$ cat src/oss_pkg.sv
`default_nettype none
package oss_pkg;
    // ==========================================================
    // register indices, byte address = index * 4
    localparam int NREG         = 14;
    localparam int IDX_OFS_P    = 0;
    localparam int IDX_OFS_S    = 1;
    localparam int IDX_GAIN_P   = 2;
    localparam int IDX_GAIN_S   = 3;
    localparam int IDX_LO_P     = 4;
    localparam int IDX_HI_P     = 5;
    localparam int IDX_LO_S     = 6;
    localparam int IDX_HI_S     = 7;
    localparam int IDX_DUTY     = 8;
    localparam int IDX_SETUP    = 9;
    localparam int IDX_THR_A    = 10;
    localparam int IDX_THR_B    = 11;
    localparam int IDX_SUPPLY   = 12;
    localparam int IDX_CTRL     = 13;
    localparam int IDX_STATUS   = 14;
    localparam int IDX_IRQ_ST   = 15;
    localparam int IDX_IRQ_MASK = 16;
    // ==========================================================
    // reset values
    localparam logic [15:0] RST_ZERO = 16'h0000;
    localparam logic [15:0] RST_GAIN = 16'h4000;
    localparam logic [15:0] RST_HI   = 16'h7FFF;
    localparam logic [15:0] RST_DUTY = 16'h0FEB;
    localparam logic [NREG-1:0][15:0] RST_REGS = {
        RST_ZERO, RST_ZERO, RST_ZERO, RST_ZERO, RST_ZERO, RST_DUTY,
        RST_HI, RST_ZERO, RST_HI, RST_ZERO, RST_GAIN, RST_GAIN,
        RST_ZERO, RST_ZERO};
    // ==========================================================
    // field positions and scaling
    localparam int SW_EN_BIT    = 15;
    localparam int SW_START_BIT = 14;
    localparam int SW_LVL_BIT   = 13;
    localparam int SW_POL_BIT   = 12;
    localparam int SW_SRC_LSB   = 8;
    localparam int SW_HYST_LSB  = 0;
    localparam int HYST_SHIFT   = 3;
    localparam int SUP_OV_LSB   = 8;
    localparam int SUP_UV_LSB   = 0;
    localparam int CTRL_2K_BIT  = 0;
    localparam int DUTY_W12     = 12;
    localparam int DUTY_W13     = 13;
    localparam int GAIN_FRAC    = 14;
    localparam int NIRQ         = 4;
    localparam int IRQ_SW_ON    = 0;
    localparam int IRQ_SW_OFF   = 1;
    localparam int IRQ_ERR      = 2;
    localparam int IRQ_CLAMP    = 3;
    localparam logic [1:0] RESP_OKAY   = 2'h0;
    localparam logic [1:0] RESP_SLVERR = 2'h2;
    // ==========================================================
    // types
    typedef enum logic [3:0] {
        SRC_OUT_P, SRC_SP_P, SRC_ANGLE_P, SRC_MAG_P,
        SRC_OUT_S, SRC_SP_S, SRC_NONE_6, SRC_MAG_S,
        SRC_FIELD, SRC_UCOMP_A, SRC_UCOMP_B, SRC_UCOMP_B2,
        SRC_COMP_A, SRC_COMP_C, SRC_NONE_14, SRC_TEMP
    } oss_src_t;
    typedef struct packed {
        logic [15:0] out_p, sp_out_p, angle_p, primary_vector_magnitude;
        logic [15:0] out_s, sp_out_s, secondary_vector_magnitude;
        logic [15:0] field_magnitude, user_compensated_ch_a;
        logic [15:0] user_compensated_ch_b, compensated_ch_a;
        logic [15:0] compensated_ch_c, die_temperature;
    } oss_src_bus_t;
    typedef struct packed {
        logic awvalid; logic [7:0] awaddr;
        logic wvalid; logic [31:0] wdata; logic [3:0] wstrb;
        logic bready;
        logic arvalid; logic [7:0] araddr;
        logic rready;
    } oss_axi_req_t;
    typedef struct packed {
        logic awready, wready, bvalid; logic [1:0] bresp;
        logic arready, rvalid; logic [31:0] rdata; logic [1:0] rresp;
    } oss_axi_rsp_t;
    typedef struct packed {
        logic valid; logic [15:0] ch_p, ch_s;
    } oss_sample_t;
    typedef struct packed {
        logic internal, mag_low, supply;
    } oss_err_t;
    typedef struct packed {
        logic valid; logic [15:0] ch_p, ch_s;
        logic [12:0] pwm_duty; logic pwm_err, switch_pin;
    } oss_out_t;
    typedef struct packed {
        logic [15:0] val; logic clamped;
    } oss_chan_t;
    typedef struct packed {
        logic [NREG-1:0][15:0] regs;
        logic [NIRQ-1:0] irq_st, irq_mask;
        logic aw_got, w_got, bvalid, rvalid;
        logic [7:0] awaddr;
        logic [15:0] wdata, rdata;
        logic [1:0] wstrb, bresp, rresp;
        logic sw_on, sw_init, duty_written;
        oss_out_t out;
    } oss_state_t;
endpackage : oss_pkg
`default_nettype wire

$ cat src/oss_top.sv
// How it works
// - add signed 16-bit offset per channel first
// - multiply by signed gain, negative inverts
// - clamp each channel between programmed limits
// - internal error substitutes error duty on pwm, unless mag_low or supply error is also set
// - error duty 12 bits at 2 kHz, else 13
// - error duty resets to 0FEB, a 99.5 percent code only at 2 kHz (12 bits); reset selects 13 bits
// - switch thresholds from two threshold registers
// - setup bit 15 enables switch function
// - bit 14 sets switch state after reset
// - bit 13 selects active low level
// - bit 12 inverts the switch output
// - four-bit field selects switch source signal
// - hysteresis step is eight source counts
// - supply register holds over/under thresholds
`timescale 1ns/1ps
`default_nettype none
module oss_top
    import oss_pkg::*;
(
    input  wire logic         aclk,
    input  wire logic         aresetn,
    input  wire oss_axi_req_t axi_req,
    output oss_axi_rsp_t      axi_rsp,
    input  wire oss_sample_t  sample_in,
    input  wire oss_src_bus_t switch_sources,
    input  wire oss_err_t     err_in,
    output oss_out_t          out,
    output logic [7:0]        overvoltage_threshold,
    output logic [7:0]        undervoltage_threshold,
    output logic              irq
);
    // ==========================================================
    // functions
    function automatic logic addr_hit(input logic [7:0] a);
        if (a[1:0] != 2'h0) begin
            return 1'b0;
        end else if (int'(a[7:2]) <= IDX_IRQ_MASK) begin
            return 1'b1;
        end else begin
            return 1'b0;
        end
    endfunction : addr_hit

    function automatic oss_chan_t scale(input logic [15:0] x, input logic [15:0] ofs,
                                        input logic [15:0] gain, input logic [15:0] lo,
                                        input logic [15:0] hi);
        logic signed [16:0] sum;
        logic signed [33:0] prod;
        logic signed [19:0] q;
        logic signed [15:0] r;
        oss_chan_t          c;
        sum = $signed({x[15], x}) + $signed({ofs[15], ofs});
        prod = 34'(sum) * $signed(34'($signed(gain)));
        q = 20'(prod >>> GAIN_FRAC);
        if (q > 20'sh07FFF) begin
            r = 16'sh7FFF;
        end else if (q < -20'sh08000) begin
            r = -16'sh8000;
        end else begin
            r = q[15:0];
        end
        c.clamped = 1'b0;
        if (r < $signed(lo)) begin
            r = $signed(lo);
            c.clamped = 1'b1;
        end
        if (r > $signed(hi)) begin
            r = $signed(hi);
            c.clamped = 1'b1;
        end
        c.val = r;
        return c;
    endfunction : scale

    function automatic logic [15:0] pick_source(input oss_src_bus_t b,
                                                input logic [3:0] code);
        case (oss_src_t'(code))
            SRC_OUT_P:   return b.out_p;
            SRC_SP_P:    return b.sp_out_p;
            SRC_ANGLE_P: return b.angle_p;
            SRC_MAG_P:   return b.primary_vector_magnitude;
            SRC_OUT_S:   return b.out_s;
            SRC_SP_S:    return b.sp_out_s;
            SRC_MAG_S:   return b.secondary_vector_magnitude;
            SRC_FIELD:   return b.field_magnitude;
            SRC_UCOMP_A: return b.user_compensated_ch_a;
            SRC_UCOMP_B, SRC_UCOMP_B2: return b.user_compensated_ch_b;
            SRC_COMP_A:  return b.compensated_ch_a;
            SRC_COMP_C:  return b.compensated_ch_c;
            SRC_TEMP:    return b.die_temperature;
            default:     return 16'h0000;
        endcase
    endfunction : pick_source

    // ==========================================================
    // state
    oss_state_t state_reg;
    oss_state_t state_next;
    logic [15:0] setup;
    logic        sw_en;
    logic        is_2k;
    logic        err_sub;
    logic [12:0] err_duty;
    logic [15:0] sw_src;
    logic [15:0] hyst_cnt;
    logic [15:0] off_lim;
    oss_chan_t   res_p;
    oss_chan_t   res_s;

    assign setup    = state_reg.regs[IDX_SETUP];
    assign sw_en    = setup[SW_EN_BIT];
    assign is_2k    = state_reg.regs[IDX_CTRL][CTRL_2K_BIT];
    assign err_sub  = err_in.internal && !err_in.mag_low && !err_in.supply;
    assign err_duty = is_2k ? 13'(state_reg.regs[IDX_DUTY][DUTY_W12-1:0])
                            : state_reg.regs[IDX_DUTY][DUTY_W13-1:0];
    assign sw_src   = pick_source(switch_sources, setup[SW_SRC_LSB +: 4]);
    assign hyst_cnt = {5'h00, setup[SW_HYST_LSB +: 8], 3'h0};
    assign off_lim  = (state_reg.regs[IDX_THR_B] > hyst_cnt)
                    ? state_reg.regs[IDX_THR_B] - hyst_cnt : 16'h0000;
    assign res_p = scale(sample_in.ch_p, state_reg.regs[IDX_OFS_P],
                         state_reg.regs[IDX_GAIN_P], state_reg.regs[IDX_LO_P],
                         state_reg.regs[IDX_HI_P]);
    assign res_s = scale(sample_in.ch_s, state_reg.regs[IDX_OFS_S],
                         state_reg.regs[IDX_GAIN_S], state_reg.regs[IDX_LO_S],
                         state_reg.regs[IDX_HI_S]);

    // ==========================================================
    // next state
    always_comb begin
        logic [15:0]     wv;
        logic [NIRQ-1:0] ev;
        logic [NIRQ-1:0] clr;
        int              idx;
        int              ridx;
        state_next = state_reg;
        wv   = 16'h0000;
        ev   = '0;
        clr  = '0;
        idx  = int'(state_reg.awaddr[7:2]);
        ridx = int'(axi_req.araddr[7:2]);
        // write address and data, either order
        if (axi_req.awvalid && axi_rsp.awready) begin
            state_next.aw_got = 1'b1;
            state_next.awaddr = axi_req.awaddr;
        end
        if (axi_req.wvalid && axi_rsp.wready) begin
            state_next.w_got = 1'b1;
            state_next.wdata = axi_req.wdata[15:0];
            state_next.wstrb = axi_req.wstrb[1:0];
        end
        if (state_reg.bvalid && axi_req.bready) begin
            state_next.bvalid = 1'b0;
        end
        if (state_reg.aw_got && state_reg.w_got) begin
            state_next.aw_got = 1'b0;
            state_next.w_got  = 1'b0;
            state_next.bvalid = 1'b1;
            state_next.bresp  = RESP_OKAY;
            if (!addr_hit(state_reg.awaddr)) begin
                state_next.bresp = RESP_SLVERR;
            end else if (idx < NREG) begin
                wv = state_reg.regs[idx];
                if (state_reg.wstrb[0]) begin
                    wv[7:0] = state_reg.wdata[7:0];
                end
                if (state_reg.wstrb[1]) begin
                    wv[15:8] = state_reg.wdata[15:8];
                end
                if ((idx >= IDX_LO_P) && (idx <= IDX_HI_S) && wv[15]) begin
                    wv = 16'h0000;
                end
                state_next.regs[idx] = wv;
                if (idx == IDX_DUTY) begin
                    state_next.duty_written = 1'b1;
                end
            end else if (idx == IDX_IRQ_ST) begin
                clr = state_reg.wstrb[0] ? state_reg.wdata[NIRQ-1:0] : '0;
            end else if (idx == IDX_IRQ_MASK) begin
                if (state_reg.wstrb[0]) begin
                    state_next.irq_mask = state_reg.wdata[NIRQ-1:0];
                end
            end
        end
        // read channel
        if (state_reg.rvalid && axi_req.rready) begin
            state_next.rvalid = 1'b0;
        end
        if (axi_req.arvalid && axi_rsp.arready) begin
            state_next.rvalid = 1'b1;
            state_next.rresp  = RESP_OKAY;
            state_next.rdata  = 16'h0000;
            if (!addr_hit(axi_req.araddr)) begin
                state_next.rresp = RESP_SLVERR;
            end else if (ridx < NREG) begin
                state_next.rdata = state_reg.regs[ridx];
            end else if (ridx == IDX_STATUS) begin
                state_next.rdata = {13'h0000, state_reg.out.switch_pin,
                                    state_reg.out.pwm_err, state_reg.sw_on};
            end else if (ridx == IDX_IRQ_ST) begin
                state_next.rdata = 16'(state_reg.irq_st);
            end else begin
                state_next.rdata = 16'(state_reg.irq_mask);
            end
        end
        // output scaling datapath
        state_next.out.valid = sample_in.valid;
        if (sample_in.valid) begin
            state_next.out.ch_p = res_p.val;
            state_next.out.ch_s = res_s.val;
            ev[IRQ_CLAMP] = res_p.clamped || res_s.clamped;
        end
        // pwm duty with error substitution
        state_next.out.pwm_err = err_sub;
        if (err_sub) begin
            state_next.out.pwm_duty = err_duty;
        end else if (is_2k) begin
            state_next.out.pwm_duty = 13'(state_reg.out.ch_p[14:3]);
        end else begin
            state_next.out.pwm_duty = state_reg.out.ch_p[14:2];
        end
        ev[IRQ_ERR] = err_sub && !state_reg.out.pwm_err;
        // switch hysteresis state
        if (!state_reg.sw_init) begin
            state_next.sw_init = 1'b1;
            state_next.sw_on   = setup[SW_START_BIT];
        end else if (!sw_en) begin
            state_next.sw_on = setup[SW_START_BIT];
        end else if (sw_src >= state_reg.regs[IDX_THR_A]) begin
            state_next.sw_on = 1'b1;
        end else if (sw_src < off_lim) begin
            state_next.sw_on = 1'b0;
        end
        ev[IRQ_SW_ON]  = sw_en && state_reg.sw_init && state_next.sw_on
                      && !state_reg.sw_on;
        ev[IRQ_SW_OFF] = sw_en && state_reg.sw_init && !state_next.sw_on
                      && state_reg.sw_on;
        // pin: disabled level equals bit 13, off level is bit 13 xor bit 12
        state_next.out.switch_pin = sw_en
            ? (state_next.sw_on ^ setup[SW_POL_BIT] ^ setup[SW_LVL_BIT])
            : setup[SW_LVL_BIT];
        // sticky events, set wins over clear
        state_next.irq_st = (state_reg.irq_st & ~clr) | ev;
    end

    always_ff @(posedge aclk) begin
        if (!aresetn) begin
            state_reg      <= '0;
            state_reg.regs <= RST_REGS;
        end else begin
            state_reg <= state_next;
        end
    end

    // ==========================================================
    // outputs
    assign axi_rsp.awready = !state_reg.aw_got && !state_reg.bvalid;
    assign axi_rsp.wready  = !state_reg.w_got && !state_reg.bvalid;
    assign axi_rsp.bvalid  = state_reg.bvalid;
    assign axi_rsp.bresp   = state_reg.bresp;
    assign axi_rsp.arready = !state_reg.rvalid;
    assign axi_rsp.rvalid  = state_reg.rvalid;
    assign axi_rsp.rdata   = {16'h0000, state_reg.rdata};
    assign axi_rsp.rresp   = state_reg.rresp;
    assign out = state_reg.out;
    assign overvoltage_threshold  = state_reg.regs[IDX_SUPPLY][SUP_OV_LSB +: 8];
    assign undervoltage_threshold = state_reg.regs[IDX_SUPPLY][SUP_UV_LSB +: 8];
    assign irq = |(state_reg.irq_st & state_reg.irq_mask);
endmodule : oss_top
`default_nettype wire

$ cat config.mk
export PLATFORM = sky130hd
export DESIGN_NAME = oss_top
export DESIGN_NICKNAME = d
export VERILOG_FILES = /design/src/oss_pkg.sv /design/src/oss_top.sv
export SDC_FILE = /design/constraint.sdc
export NUM_CORES = 2
export LEC_CHECK = 0
export ABC_AREA = 1
export BUFFER_PORTS_ARGS = -buffer_cell sky130_fd_sc_hd__buf_2
export CAP_MARGIN = 20
export CELL_PAD_IN_SITES_DETAIL_PLACEMENT = 1
export CELL_PAD_IN_SITES_GLOBAL_PLACEMENT = 1
export CORE_MARGIN = 3
export CORE_UTILIZATION = 46
export CTS_CLUSTER_SIZE = 8
export DETAILED_ROUTE_END_ITERATION = 8
export PLACE_DENSITY = 0.95
export SKIP_LAST_GASP = 1
export SLEW_MARGIN = 20
export SYNTH_ARGS = -nofsm -noshare
export SYNTH_HDL_FRONTEND = slang
export SYNTH_SLANG_ARGS = --single-unit
$ cat constraint.sdc
create_clock -name aclk -period 18.2 [get_ports aclk]
set_input_delay 4.55 -clock aclk [delete_from_list [all_inputs] [get_ports aclk]]
set_output_delay 4.55 -clock aclk [all_outputs]
set_load 0.03 [all_outputs]
# ---- Yosys cells after proc, flatten, opt, wreduce, memory -nomap -nowiden
# Index checks and enable logic that the tools add are counted.
dict set report op_classes {
  magnitude_cmp 20
  bitwise 9
  eq_ne 18
  n_mul 2
  mux 66
  n_reduce_logical 40
  n_addsub 3
}
# operator n
set op_table {}
lappend op_table {{$mux 16} 18}
lappend op_table {{$bwmux 224} 1}
lappend op_table {{$pmux 16 s13} 1}
lappend op_table {{$bmux 16 s4} 2}
lappend op_table {{$mul 17x16->33} 2}
lappend op_table {{$demux 16 s4} 1}
lappend op_table {{$mux 50} 1}
lappend op_table {{$lt 16x16->1} 3}
lappend op_table {{$mux 8} 5}
lappend op_table {{$mux 13} 3}
lappend op_table {{$gt 19x16->1 const B} 2}
lappend op_table {{$lt 19x16->1 const B} 2}
lappend op_table {{$add 16x16->17} 2}
lappend op_table {{$gt 16x16->1} 2}
lappend op_table {{$mux 32} 1}
lappend op_table {{$eq 4x4->1 const B} 7}
lappend op_table {{$mux 4} 7}
lappend op_table {{$eq 6x5->1 const B} 4}
lappend op_table {{$mux 1} 24}
lappend op_table {{$logic_and 1x1->1} 19}
lappend op_table {{$ge 16x16->1} 1}
lappend op_table {{$gt 16x11->1} 1}
lappend op_table {{$sub 16x11->16} 1}
lappend op_table {{$eq 4x3->1 const B} 3}
lappend op_table {{24 further kinds} 45}
dict set report word_totals {
  elab_cells 193
  ff_bits 333
  input_bits 303
}

# ---- Logic depth before layout (Yosys ltp)
dict set report depth {
  ltp_word 12
  ltp_mapped 79
  mapped_depth_nobuf 76
}

# ---- Worst setup path before layout
# Ideal clock, no wire load.
dict set report synth_path {
  path_type {input to register}
  startpoint {in sample_in[0] (netlist name)}
  endpoint {reg state_reg (netlist bit out[22])}
  t_arrival_ps 15124
  path_stages 66
  required_time_ps 18061
  n_path_buf 3
  path_slack_ps 2937
  setup_ps 139
  cell_sequence {ha_1 > inv_1 > fa_1 > o21ai_1 > a21oi_1 > o21ai_1 > nand2_1 > nand2_1 > nand2_1 > nand2_1 > nand2_1 > nand2_1 > a21oi_1 > or2_1 > nand2_1 > a21oi_1 > o21ai_0 > or2_2 > (+30 left out) > nand3_2 > buf_6 > nand3_2 > nand2_1 > ha_1 > nand2_1 > inv_1 > a221oi_1 > nor2_1 > o21ai_0 > a31oi_1 > a2111oi_0 > o21ai_0 > o211ai_1 > clkbuf_1 > nand3_1 > nand2_1 > a21oi_2}
}
dict set report synth_via {
  elab_chain_cells 9
}
# item line_no
set synth_lines {}
lappend synth_lines {{from (decl)} oss_top.sv:25} ;# input wire oss_sample_t sample_in,
lappend synth_lines {{$add 16x16->17 *} oss_top.sv:53} ;# sum = $signed({x[15], x}) + $signed({ofs[15], ofs});
lappend synth_lines {{$mul 17x16->33 *} oss_top.sv:54} ;# prod = 34'(sum) * $signed(34'($signed(gain)));
lappend synth_lines {{$lt 19x16->1} oss_top.sv:58} ;# end else if (q < -20'sh08000) begin
lappend synth_lines {{$mux 16} oss_top.sv:58}
lappend synth_lines {{$mux 16 *} oss_top.sv:56} ;# if (q > 20'sh07FFF) begin
lappend synth_lines {{$lt 16x16->1} oss_top.sv:64} ;# if (r < $signed(lo)) begin
lappend synth_lines {{$mux 16 *} oss_top.sv:64}
lappend synth_lines {{$gt 16x16->1} oss_top.sv:68} ;# if (r > $signed(hi)) begin
lappend synth_lines {{$mux 16 *} oss_top.sv:68}
lappend synth_lines {{to (signal assigned)} oss_top.sv:251} ;# state_reg <= state_next;
lappend synth_lines {{to (decl)} oss_top.sv:98} ;# oss_state_t state_reg;
# Every way passes the cells marked *; elsewhere a longest branch is shown, timed or not.
# A chain may end at the register's enable or synchronous reset.

# ---- Final worst setup path
dict set report layout_path {
  startpoint {in sample_in[16] (netlist name)}
  endpoint {reg state_reg (netlist bit out[35])}
}
# The elaborated chain is that of the path after synthesis.

==> flow_summary_export.csv <==
group,metric,value,unit
hold_path,hold_end,"state_reg[80]",
yosys,synth-compound-area-share,0.178,
yosys,synth_top_area_cell,"fa_1",
floorplan,pin_count,409,
worst_setup_path,crit_start,"sample_in[16]",
run_status,status,"completed",
worst_setup_path,r2r_slack,4240,ps
place,gp_congestion,1.00,
yosys,synth-seq-cells,330,
yosys,synth_common_cells,"1045 x inv_1, 995 x nand2_1, 553 x fa_1",
worst_setup_path,r2r_cells,62,
drt,drtIter0Drc,5543,
grt,grt_max_degree,124,
yosys,synth_xor_area_frac,0.0100,
yosys,synth_edf_count,0,
cells_and_area,multi_input_area,30500,µm²
place,postPlaceCellArea,45000,µm²
cts,clkTransAtPathRegs,50,ps
floorplan,dieArea,96800,µm²
drt,drt_wl_total,194000,µm
cells_and_area,fin_nets,7072,
worst_setup_path,crit_family,"adder cells",
timing,worstMarginPinSlew,1350,ps
grt,grt_use_total,0.390,
drt,post_drt_via_cell_ratio,6.28,
floorplan,rows,111,
yosys,syn_avg_cell_area,7.41,µm²
power,p_leak,23.0,nW
power,p_per_area,52.7,nW/µm²
worst_setup_path,worst-path-buf-inv,11,
cells_and_area,fin_util,0.504,
worst_setup_path,worstPathRequired,18690,ps
worst_setup_path,arrival,18090,ps
grt,use_met3,0.126,
timing,setup_violations,0,
floorplan,start_util,0.466,
cts,insertion_delay,580,ps
worst_setup_path,worstSetupEndpointType,"register",
yosys,synthesis.area,42800,µm²
cells_and_area,largest_reg_flops,229,
grt,grt_use_met1,0.442,
worst_setup_path,cp_max_fo,17,
yosys,yosysWarnings,0,
yosys,synth_cell_types,62,
yosys,synth.most_common_cell,"inv_1",
yosys,synth-seq-area-share,0.154,
worst_setup_path,startpoint_type,"input port",
yosys,synth_mux_area_frac,0,
timing,period_needed,17600,ps
cells_and_area,syn2layout_area_growth,8.30,%
timing,fmax,56.8,MHz
place,port_buffers,372,
hold_path,holdCritStartpoint,"state_reg[80]",
worst_setup_path,cpPeakStageDelay,600,ps
grt,grt-ovfl-total,0,
worst_setup_path,crit_type,"in -> reg",
drt,wl_per_cell,27.0,µm
drt,vias,45104,
timing,fin_crit_sh,0.967,
cts,root_buffer,"clkbuf_16",
place,dp_hpwl,149000,µm
yosys,async_flop_share,0,
cts,htree_levels,2,
drt,drc,0,
timing,hold_slack,464,ps
hold_path,hp-class,"reg -> reg",
yosys,synth_top_family_by_area,"adder cells",
cells_and_area,drive_above_1_share,0.106,
floorplan,dieWidth,311,µm
worst_setup_path,reg2reg_from,"state_reg[110]",
cts,postCtsHoldBufs,0,
cts,numCtsBuffers,47,
hold_path,hold_depth,2,
cts,clock-sinks,330,
grt,grt_pass1_wl,290000,µm
cells_and_area,fillCellCount,11775,
grt,top_usage_layer,"met2",
timing,clock_skew,25.6,ps
drt,ant_nets,0,
cts,cts_tree,"built",
worst_setup_path,slowest_stage,"fa_1",
yosys,ys.flop_type,"dfxtp_1",
timing,drv_slew,0,
cells_and_area,fin_area,46400,µm²
floorplan,fp.coreArea,91900,µm²
timing,hold_violations,0,
yosys,synth_fa_ha_area_frac,0.345,
yosys,netlist_top_cells_area,"fa_1 26%, dfxtp_1 15%, inv_1 9.2%",
yosys,synth-simple-area-share,0.175,
drt,drtPass1Iterations,8,
timing,relSlewSlack,0.0982,
yosys,synth_top_area_share,0.258,
cells_and_area,seq_area,6610,µm²
yosys,synth_cells,5780,
power,ir_drop,67.3,µV
worst_setup_path,crit_path_frequent_cell,"nand2_1",
job,drv_cap,0,
grt,antenna_found_initial,22,
floorplan,die_y,311,µm
worst_setup_path,worstReg2RegEnd,"out[35]",
grt,grt.met2_usage,0.609,
grt,grt_pass1_vias,48703,
cts,clockBufferDepth,3,
-- power by group --
group / internal [W] / switching [W] / total [W] / leakage, nW
clock network: 0.000475 / 0.000348 / 0.000823 / 0.624
logic: 0.000225 / 0.000627 / 0.000852 / 19.7
registers: 0.000747 / 0.0000223 / 0.000769 / 2.68
total: 0.00145 / 0.000998 / 0.00244 / 23.0
-- worst min-delay path: stages, from the launching register on --
cell and delay [ps]:
dfxtp_1 300, inv_1 60, a21oi_1 50
-- logic make-up after synthesis --
family	count (synthesis)
and+or+nand+nor	1782
buffers and inverters	1442
AOI/OAI and AO/OA	1328
adders and majority gates	848
DFF	330
xor gates and xnor gates	49
other	1
-- layout by cell type, fill, tap and decap left out, types with 18 or more instances in the layout --
| cell | count |
|---|---|
| inv_1 | 1045 |
| nand2_1 | 993 |
| fa_1 | 553 |
| o21ai_0 | 479 |
| a21oi_1 | 473 |
| nor2_1 | 443 |
| buf_2 | 371 |
| dfxtp_1 | 330 |
| ha_1 | 295 |
| nand3_1 | 158 |
| o22ai_1 | 82 |
| buf_4 | 64 |
| a221oi_1 | 51 |
| clkbuf_16 | 48 |
| a22o_1 | 45 |
| nand4_1 | 37 |
| nand3_2 | 32 |
| nor3_1 | 29 |
| xor2_1 | 27 |
| or2_2 | 25 |
| a31oi_1 | 24 |
| clkinv_1 | 22 |
| xnor2_1 | 22 |
| nand2_2 | 21 |
| a22oi_1 | 19 |
| conb_1 | 18 |
-- per-stage QoR --
stage          setup WS [ps]  cells  TNS (ps)  power [W]
6_report                 600   7184         0    0.00244
5_1_grt                -86.2   7175      -651    0.00249
3_5_place_dp            -105   7111      -938    0.00156
4_1_cts                  419   7163         0    0.00237
3_3_place_gp             498   7111         0    0.00152
2_1_floorplan           2940   5797         0    0.00126
-- worst max-delay path by stage --
stage	end	slack, ps	depth (start not counted)
2_1_floorplan	out[22]	2940	66
3_3_place_gp	out[22]	500	63
3_5_place_dp	out[24]	-110	67
4_1_cts	out[24]	420	67
5_1_grt	out[19]	-90	65
6_report	out[35]	600	64
-- per-layer routing --
| metal | wire [µm] | share of wire | vias to the layer above |
|---|---|---|---|
| met4 | 18100 | 0.093 | 8 |
| met5 | 61 | 0.00031 | - |
| met3 | 24100 | 0.12 | 1150 |
| met2 | 85400 | 0.44 | 3190 |
| met1 | 66600 | 0.34 | 22108 |
| li1 | - | - | 18648 |
-- layout make-up --
cell class,count,area share
Multi-Input combinational cell,4025,0.657
Clock buffer,48,0.0257
Inverter,1080,0.0878
Timing Repair Buffer,437,0.0512
Clock inverter,4,0.00178
Tap cell,1243,0.0335
Sequential cell,330,0.142
Antenna cell,17,0.000917
-- timing repair --
action,in CTS,in global routing
buffers inserted,0,3
gates resized for setup,0,17
endpoints found under the setup margin,0,33
Note: power is estimated with default switching activity, not from simulation.
